**config.mk**
```make
export PLATFORM = sky130hd
export DESIGN_NAME = isx_exec
export DESIGN_NICKNAME = d
export VERILOG_FILES = /design/src/rtl/isx_pkg.sv /design/src/rtl/isx_fifo.sv /design/src/rtl/isx_exec.sv
export SDC_FILE = /design/constraint.sdc
export NUM_CORES = 1
export LEC_CHECK = 0
export ABC_AREA = 1
export CAP_MARGIN = 20
export CELL_PAD_IN_SITES_DETAIL_PLACEMENT = 1
export CELL_PAD_IN_SITES_GLOBAL_PLACEMENT = 1
export CORE_ASPECT_RATIO = 1.75
export CORE_UTILIZATION = 51
export CTS_CLUSTER_SIZE = 40
export DETAILED_ROUTE_END_ITERATION = 12
export DONT_BUFFER_PORTS = 1
export PLACE_DENSITY_LB_ADDON = 0.1
export SYNTH_ARGS = -nofsm -noshare
export SYNTH_HDL_FRONTEND = slang
export SYNTH_SLANG_ARGS = --single-unit
export TNS_END_PERCENT = 50
```
**constraint.sdc**
```tcl
create_clock -name i_clk_sys -period 3.75 [get_ports i_clk_sys]
set_input_delay 0.1875 -clock i_clk_sys [delete_from_list [all_inputs] [get_ports i_clk_sys]]
set_output_delay 0.1875 -clock i_clk_sys [all_outputs]
set_load 0.02 [all_outputs]
```
**src/rtl/isx_pkg.sv**
```systemverilog
// package for the isochronous split descriptor executor
// assumes one 40 MHz clock; descriptor loaded whole on a port
package isx_pkg;
    // descriptor word field positions (within 64-bit words)
    localparam int unsigned ACTIVE_BIT = 63;
    localparam int unsigned HALT_BIT = 62;
    localparam int unsigned BABBLE_BIT = 61;
    localparam int unsigned XERR_BIT = 60;
    localparam int unsigned PHASE_BIT = 59;
    localparam int unsigned TOGGLE_BIT = 57;
    localparam int unsigned SPLIT_BIT = 46;
    localparam logic [1:0] KIND_ISO = 2'h1;
    localparam logic [1:0] TOKEN_OUT = 2'h0;
    localparam logic [1:0] TOKEN_IN = 2'h1;
    localparam int unsigned ST_ERR = 0;
    localparam int unsigned ST_BABBLE = 1;
    localparam int unsigned ST_UNDER = 2;
    localparam int unsigned UFRAMES = 8;
    localparam logic [2:0] LAST_IN_SS = 3'h3;
    localparam logic [11:0] BYTES_RESET = 12'h000;
    localparam int unsigned FIFO_DEPTH = 4;
    // token-building clocks of 25 ns each, split token issue time
    localparam int unsigned TOKEN_NS = 100;
    localparam int unsigned CLK_NS = 25;
    localparam int unsigned TOKEN_CYC = (TOKEN_NS + CLK_NS - 1) / CLK_NS;
    typedef enum logic [1:0] {ISX_IDLE, ISX_WAIT, ISX_SS, ISX_CS} isx_state_t;
endpackage

```
**src/rtl/isx_fifo.sv**
```systemverilog
// small valid/ready fifo for payload bytes
// assumes a single clock and an active-low asynchronous reset
`timescale 1ns/1ps
module isx_fifo #(
    parameter int unsigned WIDTH = 8,
    parameter int unsigned DEPTH = 4
) (
    input wire logic i_clk_sys,
    input wire logic i_reset_n,
    input wire logic i_in_valid,
    output logic o_in_ready,
    input wire logic [WIDTH-1:0] i_in_data,
    output logic o_out_valid,
    input wire logic i_out_ready,
    output logic [WIDTH-1:0] o_out_data
);
    localparam int unsigned AW = $clog2(DEPTH);
    logic [WIDTH-1:0] mem [DEPTH];
    logic [AW-1:0] wr_ptr;
    logic [AW-1:0] rd_ptr;
    logic [AW:0] count;
    logic push;
    logic pop;
    logic [AW:0] next_count;

    // ready is registered so the top's ready pin leaves a flip-flop
    assign next_count = count + (AW+1)'(push) - (AW+1)'(pop);
    assign o_out_valid = (count != '0);
    assign push = i_in_valid && o_in_ready;
    assign pop = o_out_valid && i_out_ready;
    assign o_out_data = mem[rd_ptr];

    // pointers wrap; depth is assumed a power of two
    always_ff @(posedge i_clk_sys or negedge i_reset_n) begin
        if (!i_reset_n) begin
            wr_ptr <= '0;
            rd_ptr <= '0;
            count <= '0;
            o_in_ready <= 1'b1;
        end else begin
            if (push) begin
                wr_ptr <= wr_ptr + 1'b1;
            end
            if (pop) begin
                rd_ptr <= rd_ptr + 1'b1;
            end
            count <= next_count;
            o_in_ready <= (next_count != (AW+1)'(DEPTH));
        end
    end

    // storage carries no reset
    always_ff @(posedge i_clk_sys) begin
        if (push) begin
            mem[wr_ptr] <= i_in_data;
        end
    end
endmodule // isx_fifo

```
**src/rtl/isx_exec.sv**
```systemverilog
// executes one isochronous split descriptor, microframe by microframe
// assumes the descriptor arrives whole on i_load; link events are pulses
`timescale 1ns/1ps
module isx_exec (
    input wire logic i_clk_sys,
    input wire logic i_reset_n,
    input wire logic i_load,
    input wire logic i_valid,
    input wire logic i_active,
    input wire logic [6:0] i_hub_id,
    input wire logic [6:0] i_hub_port_index,
    input wire logic i_split,
    input wire logic [1:0] i_endpoint_kind,
    input wire logic [1:0] i_token,
    input wire logic [6:0] i_function_id,
    input wire logic [3:0] i_endpoint_number,
    input wire logic [15:0] i_payload_buffer_offset,
    input wire logic [7:0] i_frame_field,
    input wire logic [7:0] i_start_split_mask,
    input wire logic [7:0] i_complete_split_mask,
    input wire logic i_data_toggle,
    input wire logic i_sof,
    input wire logic [4:0] i_bus_frame,
    input wire logic [2:0] i_bus_uframe,
    input wire logic i_done,
    input wire logic [7:0] i_rx_bytes,
    input wire logic i_rx_err,
    input wire logic i_rx_babble,
    input wire logic i_rx_stall,
    input wire logic i_tx_underrun,
    input wire logic i_data_valid,
    output logic o_data_ready,
    input wire logic [7:0] i_data,
    output logic o_token_valid,
    output logic o_token_in,
    output logic o_token_split,
    output logic o_token_complete,
    output logic [6:0] o_token_hub_id,
    output logic [6:0] o_token_hub_port_index,
    output logic [6:0] o_token_function_id,
    output logic [3:0] o_token_endpoint_number,
    output logic [15:0] o_mem_addr,
    output logic o_byte_valid,
    output logic [7:0] o_byte,
    input wire logic i_byte_ready,
    output logic o_valid,
    output logic o_active,
    output logic o_halt,
    output logic o_babble,
    output logic o_xact_err,
    output logic o_split_phase,
    output logic o_data_toggle,
    output logic [11:0] o_bytes_moved_count,
    output logic [7:0] o_start_split_mask,
    output logic [7:0] o_complete_split_mask,
    output logic [63:0] o_bytes_per_uframe,
    output logic [23:0] o_microframe_result
);
    typedef struct packed {
        isx_pkg::isx_state_t st;
        logic valid;
        logic active;
        logic is_in;
        logic split;
        logic halt;
        logic babble;
        logic xerr;
        logic phase;
        logic toggle;
        logic [11:0] moved;
        logic [7:0] ss_mask;
        logic [7:0] cs_mask;
        logic [63:0] counts;
        logic [23:0] result;
        logic [4:0] frame;
        logic [2:0] uf;
        logic tok_valid;
        logic byte_valid;
        logic [7:0] byte_q;
        logic [15:0] addr;
        logic [15:0] base;
        logic [6:0] hub;
        logic [6:0] port;
        logic [6:0] func;
        logic [3:0] ep;
    } isx_regs_t;

    isx_regs_t r;
    isx_regs_t next_r;
    logic f_valid;
    logic f_ready;
    logic [7:0] f_data;
    logic frame_hit;
    logic runnable;

    // direction decode; the mask gate and the state both need it
    function automatic logic token_is_in(input logic [1:0] tok);
        return tok == isx_pkg::TOKEN_IN;
    endfunction

    // payload bytes pass the fifo; a stalled sink backs up to the source
    isx_fifo #(.WIDTH(8), .DEPTH(isx_pkg::FIFO_DEPTH)) u_fifo (
        .i_clk_sys(i_clk_sys),
        .i_reset_n(i_reset_n),
        .i_in_valid(i_data_valid),
        .o_in_ready(o_data_ready),
        .i_in_data(i_data),
        .o_out_valid(f_valid),
        .i_out_ready(f_ready),
        .o_out_data(f_data)
    );

    assign frame_hit = (i_bus_frame == r.frame);
    assign runnable = r.valid && r.active;
    // only OUT streams payload; the byte register takes one when empty
    assign f_ready = (!r.is_in) && (r.st == isx_pkg::ISX_SS)
        && (!r.byte_valid || i_byte_ready);

    always_comb begin
        next_r = r;
        next_r.tok_valid = 1'b0;
        if (r.byte_valid && i_byte_ready) begin
            next_r.byte_valid = 1'b0;
        end
        if (f_valid && f_ready) begin
            next_r.byte_valid = 1'b1;
            next_r.byte_q = f_data;
            next_r.addr = r.addr + 16'h0001;
        end
        if (i_load) begin
            // only isochronous split descriptors are accepted
            next_r.valid = i_valid && i_split
                && (i_endpoint_kind == isx_pkg::KIND_ISO);
            next_r.active = i_active;
            next_r.is_in = token_is_in(i_token);
            next_r.split = i_split;
            next_r.halt = 1'b0;
            next_r.babble = 1'b0;
            next_r.xerr = 1'b0;
            next_r.phase = 1'b0;
            next_r.toggle = i_data_toggle;
            next_r.moved = isx_pkg::BYTES_RESET;
            next_r.ss_mask = i_start_split_mask;
            // complete splits exist for IN only
            next_r.cs_mask = token_is_in(i_token)
                ? i_complete_split_mask : 8'h00;
            next_r.counts = 64'h0;
            next_r.result = 24'h0;
            next_r.frame = i_frame_field[7:3];
            next_r.base = i_payload_buffer_offset;
            next_r.addr = i_payload_buffer_offset;
            next_r.hub = i_hub_id;
            next_r.port = i_hub_port_index;
            next_r.func = i_function_id;
            next_r.ep = i_endpoint_number;
            next_r.st = isx_pkg::ISX_WAIT;
        end else begin
            unique case (r.st)
                isx_pkg::ISX_IDLE: begin
                end
                isx_pkg::ISX_WAIT: begin
                    if (!runnable) begin
                        next_r.st = isx_pkg::ISX_IDLE;
                    end else if ((r.ss_mask == 8'h00)
                        && (r.cs_mask == 8'h00)) begin
                        // whole descriptor done
                        next_r.valid = 1'b0;
                        next_r.active = 1'b0;
                        next_r.st = isx_pkg::ISX_IDLE;
                    end else if (i_sof && frame_hit) begin
                        next_r.uf = i_bus_uframe;
                        if (r.ss_mask[i_bus_uframe]) begin
                            next_r.phase = 1'b0;
                            next_r.tok_valid = 1'b1;
                            next_r.st = isx_pkg::ISX_SS;
                        end else if (r.cs_mask[i_bus_uframe]) begin
                            next_r.phase = 1'b1;
                            next_r.tok_valid = 1'b1;
                            next_r.st = isx_pkg::ISX_CS;
                        end
                    end
                end
                isx_pkg::ISX_SS, isx_pkg::ISX_CS: begin
                    if (i_done) begin
                        // record outcome for this microframe
                        next_r.result[3*r.uf +: 3] = {
                            i_tx_underrun && !r.is_in,
                            i_rx_babble && r.is_in,
                            i_rx_err};
                        next_r.babble = r.babble
                            | (i_rx_babble && r.is_in);
                        next_r.xerr = r.xerr | i_rx_err;
                        next_r.halt = r.halt | i_rx_stall;
                        next_r.toggle = ~r.toggle;
                        next_r.moved = r.moved
                            + {4'h0, i_rx_bytes};
                        // count byte lands on start and complete alike
                        next_r.counts[8*r.uf +: 8] = i_rx_bytes;
                        if (r.st == isx_pkg::ISX_SS) begin
                            next_r.ss_mask[r.uf] = 1'b0;
                        end else begin
                            next_r.cs_mask[r.uf] = 1'b0;
                        end
                        if (i_rx_stall) begin
                            // a stall is fatal: retire descriptor
                            next_r.valid = 1'b0;
                            next_r.active = 1'b0;
                            next_r.st = isx_pkg::ISX_IDLE;
                        end else begin
                            next_r.st = isx_pkg::ISX_WAIT;
                        end
                    end
                end
            endcase
        end
    end

    always_ff @(posedge i_clk_sys or negedge i_reset_n) begin
        if (!i_reset_n) begin
            r <= '0;
        end else begin
            r <= next_r;
        end
    end

    // outputs other than o_data_ready all come from the state register
    assign o_token_valid = r.tok_valid;
    assign o_token_in = r.is_in;
    assign o_token_split = r.split;
    assign o_token_complete = r.phase;
    assign o_token_hub_id = r.hub;
    assign o_token_hub_port_index = r.port;
    assign o_token_function_id = r.func;
    assign o_token_endpoint_number = r.ep;
    assign o_mem_addr = r.addr;
    assign o_byte_valid = r.byte_valid;
    assign o_byte = r.byte_q;
    assign o_valid = r.valid;
    assign o_active = r.active;
    assign o_halt = r.halt;
    assign o_babble = r.babble;
    assign o_xact_err = r.xerr;
    assign o_split_phase = r.phase;
    assign o_data_toggle = r.toggle;
    assign o_bytes_moved_count = r.moved;
    assign o_start_split_mask = r.ss_mask;
    assign o_complete_split_mask = r.cs_mask;
    assign o_bytes_per_uframe = r.counts;
    assign o_microframe_result = r.result;
endmodule // isx_exec

```
Word level (Yosys, flattened, before mapping):

Memory sizes are Yosys's and may differ from the RTL's.
Cells that the tools add are included.

* register bits after elaboration: 210
* latch bits: 0
* memory bits (writable): 32
* memory bits (read-only): 0
* output and inout port bits: 178
* logic and storage cells: 154
* memories: 1

Memories
* u_fifo.mem: depth 4, width 8, read ports 1, clocked after memory_dff 0, wr ports 1, line isx_fifo.sv:18 `logic [WIDTH-1:0] mem [DEPTH];`

* add/sub/neg operators: 8
* multipliers: 1
* div/mod/pow operators: 0
* $lt $le $gt $ge: 3
* eq/ne operators: 15
* shifts and indexed selects: 4
* muxes and demuxes: 46
* bitwise logic cells: 9
* reduce and logical (&&, ||, !) cells: 37

Operator list (count)
* $mux 117: 2
* $mux 121: 1
* $bwmux 64: 1
* $shift 8x34->64 const A: 1
* $shiftx 8x34->64: 1
* $mux 57: 1
* $neg 5->34: 1
* $neg 6->34: 1
* $shift 3x34->24 const A: 1
* $shiftx 3x34->24: 1
* $mux 25: 1
* $bwmux 24: 1
* $mux 8: 3
* $mux 1: 20
* $add 16x1->16 const B: 1
* $and 8x8->8: 2
* $logic_not 8->1: 2
* $mux 2: 8
* $reduce_bool 2->1: 8
* $ne 3x3->1 const B: 5
* $reduce_and 5->1: 3
* $logic_and 1x1->1: 13
* $add 12x8->12: 1
* $reduce_bool 3->1: 3
* 26 further kinds: 41

Logic depth before layout (Yosys ltp):

* depth in word-level cells: 10
* mapped depth: 14

Hierarchy:

A second synthesis with hierarchy kept.

* cells, all modules: 1407
* area, all modules: 12019.0 sq um

By module, submodules not included
* isx_exec: times used 1, cells an instance 1258, area each 10278.6 sq um
* isx_fifo: times used 1, cells an instance 149, area each 1740.4 sq um

Worst setup path before layout:

Ideal clock, no wire load.

* path kind: register to register
* start: reg r (netlist bit o_byte_valid)
* end: reg u_fifo.o_in_ready
* arrival: 2347 ps
* required time: 3667 ps
* setup slack: 1321 ps
* stages on the path, launching flop included: 15
* buffers on the path: 1
* clock period less this slack: 2429 ps
* cell sequence: dfrtp_1 > inv_1 > nor2_1 > nor2_1 > nand3b_4 > inv_2 > buf_6 > ha_1 > inv_1 > ha_1 > inv_1 > fa_1 > xnor2_1 > xnor2_1 > nand2_1

* cells in the longest elaborated chain, start to end: 6

Ends and longest elaborated chain
* from (decl): line isx_exec.sv:88 `isx_regs_t r;`
* from (signal assigned): line isx_exec.sv:222 `r <= next_r;`
* $logic_not 1->1: line isx_exec.sv:117 `&& (!r.byte_valid || i_byte_ready);`
* $logic_or 1x1->1: line isx_exec.sv:117
* $logic_and 1x1->1: line isx_exec.sv:117
* $logic_and 1x1->1: line isx_fifo.sv:30 `assign pop = o_out_valid && i_out_ready;`
* $sub 3x1->3: line isx_fifo.sv:27 `assign next_count = count + (AW+1)'(push) - (AW+1)'(pop);`
* via u_fifo.next_count[2]: line isx_fifo.sv:24 `logic [AW:0] next_count;`
* $ne 3x3->1: line isx_fifo.sv:48 `o_in_ready <= (next_count != (AW+1)'(DEPTH));`
* to (signal assigned): line isx_fifo.sv:48
* to (decl): line isx_fifo.sv:11 `output logic o_in_ready,`

The timed path passes the listed nets, and every way through them passes these cells.
A chain may end at the register's enable or synchronous reset.

Worst setup path in the final report:

Ends and elaborated chain as after synthesis.

==> impl_summary.log <==
INFO  metric synth.cell_area = 11,740 um^2
INFO  metric worst-setup-path-type = flip-flop to flip-flop
INFO  metric gpl.final_weighted_congestion = 0.8003
INFO  metric drt.antenna.violating_nets = 0
INFO  metric ys_seq_elements = 226
INFO  metric final.fill_count = 2,669
INFO  metric final_util = 55.17%
INFO  metric initial_core_util = 51.83%
INFO  metric cts_hold_buffers = 104
INFO  metric setup_total_negative_slack = 0 ns
INFO  metric final.setup.worst_slack = 0.9314 ns
INFO  metric part_of_the_total_power_dissipated_in_the_clock_network = 38.7%
INFO  metric finalNetCount = between 1,000 and 1,500
INFO  metric grt_use_total = approximately 29%
INFO  metric post-synth-top-area-fraction = roughly two fifths
INFO  metric unrepaired_setup_endpoints_after_global_routing = no
INFO  metric insertion_delay = 0.52 ns
INFO  metric worstSetupStartpoint = o_byte_valid
INFO  metric syn-mean-instance-area = between 8 and 9 um^2
INFO  metric floorplan.io_pins = 286
INFO  metric h_tree_lvl_count = 1
INFO  metric min_period_over_period = 75.16%
INFO  metric most-common-layout-cells = 348 x nand2_1, 193 x dfrtp_1, 109 x inv_1
INFO  metric critPathArrivalTime = 3.26 ns
INFO  metric cp_top_family = adder cells
INFO  metric drt-pass1-iter-count = 4
INFO  metric worstPathMaxFanout = 18
INFO  metric crit_path_cells = inv_1 > nor2_1 > nor2_1 > nand3b_4 > inv_2 > ha_1 > inv_1 > ha_1 > inv_1 > fa_1 > xnor2_1 > xnor2_1 > nand2_1
INFO  metric pre_cts_setup_slack = 0.9435 ns
INFO  metric crit_path_start_kind = flip-flop
INFO  metric antenna_found_initial = 3
INFO  metric final-hold-violation-count = 194
INFO  metric r2r_setup_slack = 0.93 ns
INFO  metric synth_enable_flop_cells = 32
INFO  metric globalRoute.totalOverflow = 0
INFO  metric tritoncts.num_buffers = 22
INFO  metric cts_tree = done
INFO  metric synth_async_sr_flop_share = 85.84%
INFO  metric clkSinkCount = about 230
INFO  metric r2r_end = u_fifo.o_in_ready
INFO  metric post-route-min-period = roughly 2.8 ns
INFO  metric dieArea = roughly 24,000 um^2
INFO  metric layout-area-overhead-vs-synth = 6.437%
INFO  metric comb_power_share = between 10% and 20%
INFO  metric final-max-slew-violation-count = 0
INFO  metric synth_cell_types = 51
INFO  metric synth_fp_nets = 1,493
INFO  metric grt_max_degree = approximately 200
INFO  metric p_sw = 1.500 mW
INFO  metric crit_end = u_fifo.o_in_ready
INFO  metric worst_hold_slack = -0.6327 ns
INFO  metric postRouteWirelength = roughly 34 mm
INFO  metric critPathSlowestCell = dfrtp_1
INFO  metric setup_viol_count_final = 0
INFO  metric post_synthesis_cell_count = 1,363
INFO  metric pwr-share-seq = 51.0%
INFO  metric power_internal = 4.125 mW
INFO  metric synth_flop_cell = dfrtp_1
INFO  metric cts_setup_buffers = 0
INFO  metric slew_headroom = between 40% and 50%
INFO  metric power.ir.vdd_worst = about 0.31 mV
INFO  metric critical_path.reg2reg.startpoint = o_byte_valid
INFO  metric path_buf_inv = 4
INFO  metric hp-class = input port to async pin
INFO  metric place_hpwl = 22.91 mm
INFO  metric power-per-cell-area = 450.2 nW/um^2
INFO  metric post-route-drc-count = 0
INFO  metric layout.area.seq = between 5000 and 6000 um^2
INFO  metric num_vias = 8,839
INFO  metric maxClockFrequency = 0.3548 GHz
INFO  metric power.static_leakage = ~5.7 nW
INFO  metric switching_share = 26.67%
INFO  metric mostFrequentLayoutCell = nand2_1
INFO  metric critical-path-max-stage-delay = just under 0.5 ns
INFO  metric yosys_warnings = 0
INFO  metric worst-endpoint-required = approximately 4.2 ns
INFO  metric yosys_top_cell_by_area = dfrtp_1
INFO  metric ctsResizeCount = 0
INFO  metric synthTopCellsByArea = dfrtp_1 41%, nand2_1 11%, buf_4 11%
INFO  metric die_w = around 120 um
INFO  metric clockRootBuffer = clkbuf_16
INFO  metric cp_common_cell = inv_1
INFO  metric violations_in_the_final_reports = negative hold slack
INFO  metric area_taken_by_multi_input_logic_gates = 4044 um^2
INFO  metric detail_route.wl_per_cell = 20.86 um
INFO  metric fp.dieH = 202.7 um
INFO  metric first_global_vias = roughly 9,600
INFO  metric worst_setup_hold_path_clk_slew = 0.07 ns
INFO  metric outcome = complete, but fails checks
INFO  metric placed_area = 10,740 um^2
INFO  metric core_area = between 20,000 and 25,000 um^2
INFO  metric yosysSeqAreaShare = 49.54%
INFO  metric worst_clock_skew = 0.01063 ns
INFO  metric rows = 73
INFO  metric drt_iter0_drc = 416
INFO  metric routed_via_density = 5.473
INFO  metric clockBufferDepth = 3
INFO  metric wire_length_of_the_first_global_routing_pass = 52.39 mm
INFO  metric post_route_cells_drive_above_1_share = around 6.3%
INFO  metric final_design_area_no_fill = between 10,000 and 15,000 um^2
INFO  metric max_cap_viol_count = 0
INFO  metric port_buffers = 0
INFO  metric worst-r2r-cell-count = 13
INFO  metric critPathCaptureType = flip-flop
INFO  metric path_depth = 13
INFO  metric worst_slew_pin_slew = a little over 0.8 ns
-- final cells by class --
| type | instances | share of cell area [%] |
|---|---|---|
| flip-flops and latches | 226 | 46.55 |
| multi-input cells | 814 | 32.36 |
| repair buffers | 109 | 8.771 |
| clock buffers | 33 | 5.066 |
| inverters | 124 | 3.744 |
| well taps | 300 | 3.004 |
| clock inverters | 6 | 0.4505 |
| diodes | 3 | 0.06007 |
-- state kept, by name, summed over array words and instances (netlist names), 2 cells and up --
register,flops
o_bytes_moved_count,12
o_bytes_per_uframe,64
o_start_split_mask,8
u_fifo.count,3
u_fifo.mem,32
o_token_function_id,7
o_token_endpoint_number,4
o_token_hub_port_index,7
u_fifo.wr_ptr,2
r,10
o_byte,8
o_token_hub_id,7
o_complete_split_mask,8
o_mem_addr,16
u_fifo.rd_ptr,2
o_microframe_result,24
-- cell families after synthesis --
kind of cell / after synthesis / share of synthesized area [%]
adder cells (fa/ha/maj): 22 / 2.472
multiplexers: 1 / 0.09590
buffers and inverters: 323 / 16.02
flip-flops: 226 / 49.54
XOR/XNOR: 13 / 0.9697
AO/OA/AOI/OAI: 210 / 10.20
AND/OR/NAND/NOR: 568 / 20.71
-- Yosys cell counts, types with 20 or more instances --
library cell    n
o22ai_1        27
o21ai_1        38
edfxtp_1       32
inv_1         110
nor3_1         21
ha_1           20
nand2_1       348
buf_4         168
a21oi_1        23
nor2_1        103
dfrtp_1       193
nand3_1        63
o21ai_0        82
-- worst min path at each step --
stage                                   to  cells past startpoint
floorplan                         o_active                      0
global placement    o_bytes_per_uframe[20]                      0
detailed placement  o_bytes_per_uframe[17]                      0
CTS                 o_bytes_moved_count[6]                      0
global route         o_bytes_per_uframe[1]                      0
finish              o_bytes_per_uframe[52]                      0
-- metrics by stage --
step / hold slack (ns) / power (mW) / std cells
final: -0.6327 / 5.626 / 1615
after global routing: -0.6498 / 5.838 / 1615
after CTS: -0.6497 / 5.658 / 1612
after detailed placement: -0.1022 / 3.373 / 1469
after global placement: -0.1040 / 3.343 / 1469
after floorplan: -0.1081 / 3.317 / 1363
-- per-layer routing --
metal	vias to the layer above	share of wire, %	GRT usage (%)
met3	111	6.8	7.284
met5	-	0	0
met1	4331	35	29.84
li1	4111	-	-
met2	286	53	53.11
met4	0	5.2	14.92
-- power groups by stage --
| stage | sequential [mW] | clock, mW | combinational, mW |
|---|---|---|---|
| 2_1_floorplan | 2.79 | 0 | 0.527 |
| 3_3_place_gp | 2.91 | 0 | 0.436 |
| 5_1_grt | 2.89 | 2.30 | 0.652 |
| 3_5_place_dp | 2.92 | 0 | 0.457 |
| 6_report | 2.87 | 2.18 | 0.577 |
| 4_1_cts | 2.87 | 2.22 | 0.572 |
(Power assumes the default switching activity.)
